===== config.mk =====
export PLATFORM = sky130hd
export DESIGN_NAME = pwmov_top
export DESIGN_NICKNAME = d
export VERILOG_FILES = /design/src/logic/pwmov_pkg.sv /design/src/logic/pwmov_pin_mux.sv /design/src/logic/pwmov_top.sv
export VERILOG_INCLUDE_DIRS = /design/src /design/src/logic
export SDC_FILE = /design/constraint.sdc
export NUM_CORES = 1
export LEC_CHECK = 0
export ABC_AREA = 1
export BUFFER_PORTS_ARGS = -buffer_cell sky130_fd_sc_hd__buf_2
export CORE_MARGIN = 4
export CORE_UTILIZATION = 30
export DETAILED_ROUTE_END_ITERATION = 16
export SLEW_MARGIN = 10
export SYNTH_ARGS = -nofsm -noshare
export SYNTH_HDL_FRONTEND = slang
export SYNTH_HIERARCHICAL = 1
export SYNTH_SLANG_ARGS = --single-unit

===== constraint.sdc =====
create_clock -name clk_i -period 3.2 [get_ports clk_i]
set_input_delay 0.48 -clock clk_i [delete_from_list [all_inputs] [get_ports clk_i]]
set_output_delay 0.48 -clock clk_i [all_outputs]
set_load 0.02 [all_outputs]

===== src/logic/pwmov_consts.svh =====
// register offsets, field positions, reset values for the output override block
`ifndef PWMOV_CONSTS_SVH
`define PWMOV_CONSTS_SVH
`define PWMOV_OFS_OVERRIDE 12'h000
`define PWMOV_OFS_DUTY_ONE 12'h004
`define PWMOV_OFS_DUTY_TWO 12'h008
`define PWMOV_OFS_GEN_WAVE 12'h00c
`define PWMOV_SEL_MSB 15
`define PWMOV_SEL_LSB 8
`define PWMOV_MAN_MSB 7
`define PWMOV_MAN_LSB 0
`define PWMOV_OVERRIDE_RST 16'hff00
`define PWMOV_DUTY_RST 16'h0000
`define PWMOV_WAVE_RST 8'h00
`define PWMOV_ACTIVE_RST 8'hff
`endif


===== src/logic/pwmov_pkg.sv =====
// types for the output override and duty block
package pwmov_pkg;
  typedef struct packed {
    logic [7:0] select;
    logic [7:0] manual;
  } pwmov_override_t;
  typedef struct packed {
    logic [11:0] paddr;
    logic psel;
    logic penable;
    logic pwrite;
    logic [31:0] pwdata;
  } pwmov_apb_req_t;
  typedef enum logic [1:0] {
    PWMOV_IDLE,
    PWMOV_ACCESS
  } pwmov_state_t;
endpackage


===== src/logic/pwmov_pin_mux.sv =====
// per-pin choice between generator waveform and manual output
`timescale 1ns/1ps
module pwmov_pin_mux
  import pwmov_pkg::*;
(
  input wire pwmov_override_t ovr_i,
  input wire logic [7:0] wave_i,
  input wire logic [7:0] active_level_i,
  output logic [7:0] pin_o
);
  always_comb begin
    for (int i = 0; i < 8; i++) begin
      if (ovr_i.select[i]) begin
        pin_o[i] = wave_i[i];
      end else begin
        // manual bit one drives active level, zero drives inactive
        pin_o[i] = ovr_i.manual[i] ? active_level_i[i] : ~active_level_i[i];
      end
    end
  end
endmodule // pwmov_pin_mux


===== src/logic/pwmov_top.sv =====
// output override control and first two duty registers with apb slave
// Function
// - select one routes generator waveform to pin
// - select zero routes manual bit to pin
// - manual one drives pin active
// - manual zero drives pin inactive
// - duty one register sixteen bits, resets zero
// - duty two register sixteen bits, resets zero
`timescale 1ns/1ps
`include "pwmov_consts.svh"
module pwmov_top
  import pwmov_pkg::*;
(
  input wire logic clk_i,
  input wire logic rst_i,
  input wire logic [11:0] paddr_i,
  input wire logic psel_i,
  input wire logic penable_i,
  input wire logic pwrite_i,
  input wire logic [31:0] pwdata_i,
  input wire logic [3:0] pstrb_i,
  output logic [31:0] prdata_o,
  output logic pready_o,
  output logic pslverr_o,
  input wire logic [7:0] gen_wave_i,
  input wire logic [7:0] active_level_i,
  output logic [7:0] pwm_out_o,
  output logic [15:0] duty_value_one_o,
  output logic [15:0] duty_value_two_o
);
  pwmov_override_t override_control;
  logic [15:0] duty_value_one;
  logic [15:0] duty_value_two;
  pwmov_state_t state;
  pwmov_state_t next_state;
  pwmov_apb_req_t apb_req;
  logic [31:0] next_rdata;
  logic next_err;
  logic next_ready;
  logic next_slverr;
  logic [7:0] mux_pins;

  logic access_start;
  logic access_wr;
  logic access_rd;
  logic hit_override;
  logic hit_duty_one;
  logic hit_duty_two;
  logic hit_wave;
  logic hit_none;
  logic wr_override;
  logic wr_duty_one;
  logic wr_duty_two;

  // byte-lane merge shared by the three writable registers; upper lanes carry nothing
  function automatic logic [15:0] merge16(
    input logic [15:0] old,
    input logic [31:0] d,
    input logic [3:0] s
  );
    merge16[7:0] = s[0] ? d[7:0] : old[7:0];
    merge16[15:8] = s[1] ? d[15:8] : old[15:8];
  endfunction

  function automatic logic addr_is(
    input logic [11:0] a,
    input logic [11:0] ofs
  );
    addr_is = (a == ofs);
  endfunction

  function automatic logic [31:0] pad16(
    input logic [15:0] v
  );
    pad16 = {16'h0000, v};
  endfunction

  assign apb_req = {paddr_i, psel_i, penable_i, pwrite_i, pwdata_i};

  // one wait state: answer a cycle after capture so the decode stays registered
  assign access_start = apb_req.psel && apb_req.penable && (state == PWMOV_IDLE);
  assign access_rd = access_start && !apb_req.pwrite;
  // commit in the second access cycle, at the edge where the master sees pready
  assign access_wr = apb_req.psel && apb_req.penable && apb_req.pwrite
                     && (state == PWMOV_ACCESS);

  // every register is one aligned word, so only exact offsets decode
  assign hit_override = addr_is(apb_req.paddr, `PWMOV_OFS_OVERRIDE);
  assign hit_duty_one = addr_is(apb_req.paddr, `PWMOV_OFS_DUTY_ONE);
  assign hit_duty_two = addr_is(apb_req.paddr, `PWMOV_OFS_DUTY_TWO);
  assign hit_wave = addr_is(apb_req.paddr, `PWMOV_OFS_GEN_WAVE);
  assign hit_none = !(hit_override || hit_duty_one || hit_duty_two || hit_wave);

  // the waveform readback has no write path: a write there is dropped without an error
  assign wr_override = access_wr && hit_override;
  assign wr_duty_one = access_wr && hit_duty_one;
  assign wr_duty_two = access_wr && hit_duty_two;

  assign next_ready = access_start;
  assign next_slverr = access_start && next_err;

  always_comb begin
    next_state = state;
    unique case (state)
      PWMOV_IDLE: begin
        if (access_start) begin
          next_state = PWMOV_ACCESS;
        end
      end
      PWMOV_ACCESS: begin
        next_state = PWMOV_IDLE;
      end
    endcase
  end

  always_ff @(posedge clk_i or posedge rst_i) begin
    if (rst_i) begin
      state <= PWMOV_IDLE;
    end else begin
      state <= next_state;
    end
  end

  // bits [15:8] select, [7:0] manual, gen4 high at msb down to gen1 low
  always_ff @(posedge clk_i or posedge rst_i) begin
    if (rst_i) begin
      override_control <= `PWMOV_OVERRIDE_RST;
    end else if (wr_override) begin
      override_control <= merge16(override_control, pwdata_i, pstrb_i);
    end
  end

  always_ff @(posedge clk_i or posedge rst_i) begin
    if (rst_i) begin
      duty_value_one <= `PWMOV_DUTY_RST;
    end else if (wr_duty_one) begin
      duty_value_one <= merge16(duty_value_one, pwdata_i, pstrb_i);
    end
  end

  always_ff @(posedge clk_i or posedge rst_i) begin
    if (rst_i) begin
      duty_value_two <= `PWMOV_DUTY_RST;
    end else if (wr_duty_two) begin
      duty_value_two <= merge16(duty_value_two, pwdata_i, pstrb_i);
    end
  end

  // unmapped addresses read zero and raise pslverr
  always_comb begin
    next_rdata = 32'h0000_0000;
    next_err = hit_none;
    if (hit_override) begin
      next_rdata = pad16(override_control);
    end else if (hit_duty_one) begin
      next_rdata = pad16(duty_value_one);
    end else if (hit_duty_two) begin
      next_rdata = pad16(duty_value_two);
    end else if (hit_wave) begin
      next_rdata = {24'h00_0000, gen_wave_i};
    end
  end

  always_ff @(posedge clk_i or posedge rst_i) begin
    if (rst_i) begin
      pready_o <= 1'b0;
    end else begin
      pready_o <= next_ready;
    end
  end

  always_ff @(posedge clk_i or posedge rst_i) begin
    if (rst_i) begin
      pslverr_o <= 1'b0;
    end else begin
      pslverr_o <= next_slverr;
    end
  end

  // read data holds until the next read so a slow master can still take it
  always_ff @(posedge clk_i or posedge rst_i) begin
    if (rst_i) begin
      prdata_o <= 32'h0000_0000;
    end else if (access_rd) begin
      prdata_o <= next_rdata;
    end
  end

  pwmov_pin_mux u_mux (
    .ovr_i(override_control),
    .wave_i(gen_wave_i),
    .active_level_i(active_level_i),
    .pin_o(mux_pins)
  );

  // pins registered so outputs are glitch free toward the switch drivers
  always_ff @(posedge clk_i or posedge rst_i) begin
    if (rst_i) begin
      pwm_out_o <= `PWMOV_WAVE_RST;
    end else begin
      pwm_out_o <= mux_pins;
    end
  end

  // registered copies for the duty comparators outside this block
  always_ff @(posedge clk_i or posedge rst_i) begin
    if (rst_i) begin
      duty_value_one_o <= `PWMOV_DUTY_RST;
    end else begin
      duty_value_one_o <= duty_value_one;
    end
  end

  always_ff @(posedge clk_i or posedge rst_i) begin
    if (rst_i) begin
      duty_value_two_o <= `PWMOV_DUTY_RST;
    end else begin
      duty_value_two_o <= duty_value_two;
    end
  end
endmodule // pwmov_top


-- Yosys cells after proc, flatten, opt, wreduce, memory -nomap -nowiden
Index checks and enable logic that the tools add are counted.
- eq/ne operators: 5
- muxes and demuxes: 22
- bitwise gates (word level): 8
- reduce and logical (&&, ||, !) cells: 22
- operators with widths (kind ; number):
    two-way mux 16 bit ; 3
    equality test 12 x 4 -> 1 bit (second input constant) ; 2
    two-way mux 1 bit ; 16
    equality test 12 x 3 -> 1 bit (second input constant) ; 1
    zero test 12 bit ; 1
    AND reduction 2 bit ; 6
    logical AND 1 bit ; 9
    two-way mux 8 bit ; 1
    NOT 1 bit ; 8
    one-hot mux 2 bit (2 select lines) ; 1
    logical OR 1 bit ; 3
    equality test 2 x 1 -> 1 bit (second input constant) ; 1
    zero test 1 bit ; 2
    zero test 2 bit ; 1
    two-way mux 2 bit ; 1
    inequality test 2 bit (second input constant) ; 1
- flip-flop bits (word level): 124
- bits of input ports: 69
- output and inout bits: 74
- word-level logic and storage cells: 70

-- Longest topological paths before layout
- depth in word-level cells: 6
- mapped depth: 9
- depth with buffers taken out: 8

-- Hierarchy
Netlist, hierarchy kept.
- modules (own cells, without submodules) (module ; instances ; cells an instance ; area each (µm²) ; sequential area each (µm²)):
    pwmov_top ; 1 ; 445 ; 4511.8 ; 2687.6
    pwmov_pin_mux ; 1 ; 64 ; 250.2 ; 0.0

-- Worst setup path after synthesis
Ideal clock, no wire load.
- path type: input port to flip-flop
- from: input port paddr_i[5]
- to: register duty_value_one[0]
- setup time: 0.119 ns
- data arrival time: 1.505 ns
- required time: 3.081 ns
- slack: 1.576 ns
- stages on the path: 7
- buffers on the path: 1
- cells stage by stage: nor2_1 -> nand2_2 -> nor3_4 -> nand3_4 -> buf_6 -> nand2_2 -> o21ai_2
- word-level cells in the longest chain between the ends: 3
- RTL lines (item ; line ; source):
    from (decl) ; pwmov_top.sv:16 ; input wire logic [11:0] paddr_i,
    equality test 12 x 3 -> 1 bit ; pwmov_top.sv:69 ; addr_is = (a == ofs);
    logical AND 1 bit ; pwmov_top.sv:96 ; assign wr_duty_one = access_wr && hit_duty_one;
    AND reduction 2 bit (no line) ; n/a ;
    to (signal assigned) ; pwmov_top.sv:135 ; duty_value_one <= `PWMOV_DUTY_RST;
    to (signal assigned) ; pwmov_top.sv:137 ; duty_value_one <= merge16(duty_value_one, pwdata_i, pstrb_i);
    to (decl) ; pwmov_top.sv:32 ; logic [15:0] duty_value_one;
No other way between the ends.
A chain may end at the register's enable or synchronous reset.

-- Worst setup path after layout
- from: input port paddr_i[5]
- to: register override_control[1] (netlist name)
- word-level cells in the longest chain between the ends: 3
- RTL lines (item ; line ; source):
    zero test 12 bit ; pwmov_top.sv:69 ;
    logical AND 1 bit ; pwmov_top.sv:95 ; assign wr_override = access_wr && hit_override;
    AND reduction 2 bit (no line) ; n/a ;
    to (signal assigned) ; pwmov_top.sv:127 ; override_control <= `PWMOV_OVERRIDE_RST;
    to (signal assigned) ; pwmov_top.sv:129 ; override_control <= merge16(override_control, pwdata_i, pstrb_i);
    to (decl) ; pwmov_top.sv:31 ; pwmov_override_t override_control;
No other way between the ends.

==> results.py <==
metrics = {
    "grt": {
        "grt_max_degree": 50,
        "grt_pass1_vias": 3655,
        "total_gr_overflow": 0,
        "grt_pass1_wl_um": 18910,
        "grt_antenna_before_repair": 0,
        "groute.usage.overall_pct": 13.59,
    },
    "drt": {
        "drt-initial-drc-count": 247,
        "drcViolationCount": 0,
        "detail_route.wl_per_cell_um": 14.32,
        "ant_nets": 0,
        "dr_vias": 3647,
        "dr.pass1.iters": 4,
        "total_wire_length_after_detailed_routing_um": 11920,
        "route.detailed.vias_per_inst": 4.383,
    },
    "power": {
        "switching_share_pct": 24.35,
        "cellInternalPower_w": 0.001937,
        "pwr-share-comb_pct": 6.2,
        "power.net_switching_w": 0.0006234,
        "share_clk_of_total_power_pct": 40.6,
        "vdd.ir_drop.worst_mv": 0.2351,
        "cellLeakagePower_nw": 3.148,
        "proportion_of_power_drawn_by_flip_flops_and_latches_pct": 53.2,
        "power.total_w": 0.002560,
        "power.density_cell_area_mw_per_mm2": 448.2,
    },
    "timing": {
        "timing.final.hold_violations": 0,
        "clock.fmax_ghz": 0.4940,
        "timing.final.crit_period_ps": 2024,
        "rsz0062_at_grt": "no",
        "timing.final.max_slew_violations": 0,
        "final.setup_skew_ps": 10.77,
        "tightestPinTransition_ps": 933.0,
        "maxSlewHeadroom_pct": 37.57,
        "postLayoutSetupSlackWorst_ps": 1176,
        "finalCritPeriodShare_pct": 63.26,
        "totalNegativeSetupSlack_ps": 0,
        "timing.final.setup_violations": 0,
    },
    "worst_setup_path": {
        "setup.worst_path.end_class": "register",
        "timing.critical_path.cells": "buf_2 -> nor2_1 -> nand2_2 -> nor2_4 -> nand2_4 -> clkinv_2 -> nand3_4 -> nand2_1 -> o21ai_2",
        "path_class": "primary input to register",
        "timing.rr.start": "state[0]",
        "worst-path-buf-inv": 2,
        "worstPathRequired_ps": 3430,
        "r2r_slack_ps": 1660,
        "cp-start-kind": "primary input",
        "critical_path_maximum_fanout": 25,
        "worst_path_dominant_cell_family": "simple AND/OR/NAND/NOR gates",
        "reg2regPathDepth": 5,
        "cp_slowest_cell": "sky130_fd_sc_hd__nor2_4",
        "timing.rr.end": "duty_value_two[1]",
        "worst_ep_arrival_time_ps": 2260,
        "timing.critical_path.slowest_cell_delay_ps": 450,
    },
    "floorplanning": {
        "floorplan.initialDensity_pct": 30.98,
        "chipWidth_um": 134.0,
        "area_enclosed_by_the_die_boundary_mm2": 0.01795,
        "total_core_area_mm2": 0.01537,
        "floorplan.die.height_um": 134.0,
        "number_of_core_rows": 45,
        "pin_count": 143,
    },
    "clock_network": {
        "cts_clock_pin_slew_for_the_worst_setup_and_hold_paths_ps": 70,
        "htree_levels": 3,
        "ctsResizeCount": 0,
        "cts_root_buffer": "sky130_fd_sc_hd__clkbuf_16",
        "insertion_delay_ps": 350,
        "tritoncts": "yes",
        "hold_buffers": 0,
        "cts_buffers": 9,
        "clock_path_buffers": 2,
        "cts.sinks": 107,
        "setup_bufs_post_cts": 0,
    },
    "synthesis": {
        "synth_area_per_cell_um2": 9.356,
        "synth.yosys.warnings": 6,
        "ys_ff_latch": 107,
        "synthesis.area_mm2": 0.004762,
        "netlist_instances": 509,
        "yosysUniqueCellTypes": 27,
        "synth_sequential_area_ratio_pct": 56.44,
    },
    "placement": {
        "place_hpwl_um": 8560,
        "gp_routability_congestion": 0.7536,
        "place_worst_setup_slack_ps": 810.2,
        "placement.io_buffers": 108,
    },
    "final_layout": {
        "layout-drive-gt1-share_pct": 31.40,
        "antennaDiodeCount": 0,
        "layout-area-overhead-vs-synth_pct": 19.94,
        "finalNetCount": 685,
        "fillerInstances": 1602,
    },
    "hold_path": {
        "hold_path.class": "primary input to async pin",
    },
    "run": {
        "cap_viol_max_count": 0,
    },
    "status": {
        "run_status": "complete, no violations",
    },
}
==> synthesized netlist by cell type, drive strengths merged <==
| cell type | count | share of area, % |
|---|---|---|
| nand2 | 162 | 13 |
| dfrtp | 99 | 52 |
| o21ai | 64 | 9.2 |
| inv | 62 | 4.9 |
| nand3 | 55 | 7.0 |
| buf | 31 | 4.8 |
| nor2 | 12 | 1.7 |
| dfstp | 8 | 4.4 |
| nand3b | 8 | 1.3 |
| nor3 | 3 | 0.89 |
| and3 | 1 | 0.13 |
| clkbuf | 1 | 0.079 |
| clkinv | 1 | 0.10 |
| conb | 1 | 0.079 |
| o211ai | 1 | 0.16 |
==> layout by cell type, fill, tap and decap left out <==
cell type and count:
sky130_fd_sc_hd__inv_6 2, sky130_fd_sc_hd__o21ai_2 32, sky130_fd_sc_hd__nor3_4 2, sky130_fd_sc_hd__clkbuf_1 1, sky130_fd_sc_hd__and3_1 1, sky130_fd_sc_hd__inv_2 3, sky130_fd_sc_hd__nor2_1 6, sky130_fd_sc_hd__clkinv_4 1
sky130_fd_sc_hd__nand3_1 49, sky130_fd_sc_hd__inv_1 58, sky130_fd_sc_hd__clkinvlp_4 4, sky130_fd_sc_hd__nand3_2 2, sky130_fd_sc_hd__nand2_4 1, sky130_fd_sc_hd__nor3_2 1, sky130_fd_sc_hd__o21ai_1 16, sky130_fd_sc_hd__buf_4 5
sky130_fd_sc_hd__o211ai_1 1, sky130_fd_sc_hd__nor2_4 4, sky130_fd_sc_hd__dfrtp_1 99, sky130_fd_sc_hd__nand2_1 155, sky130_fd_sc_hd__nand3_4 4, sky130_fd_sc_hd__clkbuf_16 9, sky130_fd_sc_hd__nor2_2 2, sky130_fd_sc_hd__buf_2 108
sky130_fd_sc_hd__conb_1 16, sky130_fd_sc_hd__dfstp_2 8, sky130_fd_sc_hd__nand3b_1 8, sky130_fd_sc_hd__clkinv_2 1, sky130_fd_sc_hd__o21ai_0 16, sky130_fd_sc_hd__nand2_2 6
==> registers in the layout (all words and copies together), names as in the netlist <==
name and flops:
duty_value_one 16, duty_value_one_o 16, duty_value_two 16, duty_value_two_o 16, override_control 16, prdata_o 16
pready_o 1, pslverr_o 1, pwm_out_o 8, state 1
==> worst max-delay path by stage <==
stage / depth (start not counted) / slack [ps] / start / to
after floorplan: 1 / 1440 / rst_i / duty_value_one[0]
after global placement: 9 / 860 / paddr_i[9] / override_control[7]
after detailed placement: 9 / 810 / paddr_i[1] / override_control[1]
after CTS: 9 / 1190 / paddr_i[1] / override_control[1]
after global routing: 9 / 1020 / paddr_i[7] / override_control[7]
final: 9 / 1180 / paddr_i[5] / override_control[1]
==> power groups by stage <==
stage               sequential, W  clock [W]  combinational (W)
floorplan                 0.00140          0          0.0000983
global placement          0.00139          0           0.000158
detailed placement        0.00139          0           0.000162
CTS                       0.00136    0.00109           0.000162
global route              0.00136    0.00114           0.000180
finish                    0.00136    0.00104           0.000159
==> kinds of logic (layout without fill, tap and decap cells) <==
group,count (synthesis),in the layout,share of synthesized area [%]
buffers and inverters,95,192,9.826
flip-flops,107,107,56.44
other,1,16,0.07875
AND/OR/NAND/NOR,241,241,24.25
AO/OA/AOI/OAI,65,65,9.406
==> routing by layer <==
layer / share of wire, % / vias to the layer above / global-route usage [%]
li1: - / 1789 / -
met1: 43 / 1725 / 17.05
met2: 47 / 119 / 22.18
met3: 7.7 / 14 / 4.389
met4: 1.9 / 0 / 4.686
met5: 0 / - / 0
==> metrics by stage <==
step	util, %	cells	hold WS [ps]	instance area [um2]
6_report	37.16	832	98.41	5712
3_3_place_gp	35.35	816	392.3	5434
5_1_grt	37.16	832	110.5	5712
4_1_cts	37.16	832	89.79	5712
3_5_place_dp	35.35	816	392.8	5434
2_1_floorplan	-	524	374.4	4822
==> worst reg2reg max path: stages, from the launching register on <==
cell and delay, ps:
sky130_fd_sc_hd__dfrtp_1 410, sky130_fd_sc_hd__nand2_1 110, sky130_fd_sc_hd__nor2_4 290, sky130_fd_sc_hd__nand3_2 380, sky130_fd_sc_hd__nand2_1 160, sky130_fd_sc_hd__o21ai_1 80
==> cell type report <==
| class | instances | area (um2) | share of cell area, % |
|---|---|---|---|
| clock buffer | 10 | 229.0 | 4.009 |
| timing repair buffer | 113 | 578.1 | 10.12 |
| tap | 211 | 264.0 | 4.622 |
| sequential | 107 | 2688 | 47.05 |
| multi-input combinational | 322 | 1663 | 29.11 |
| inverter | 63 | 241.5 | 4.228 |
| clock inverter | 6 | 48.80 | 0.8543 |
Note: power is estimated with default switching activity, not from simulation.
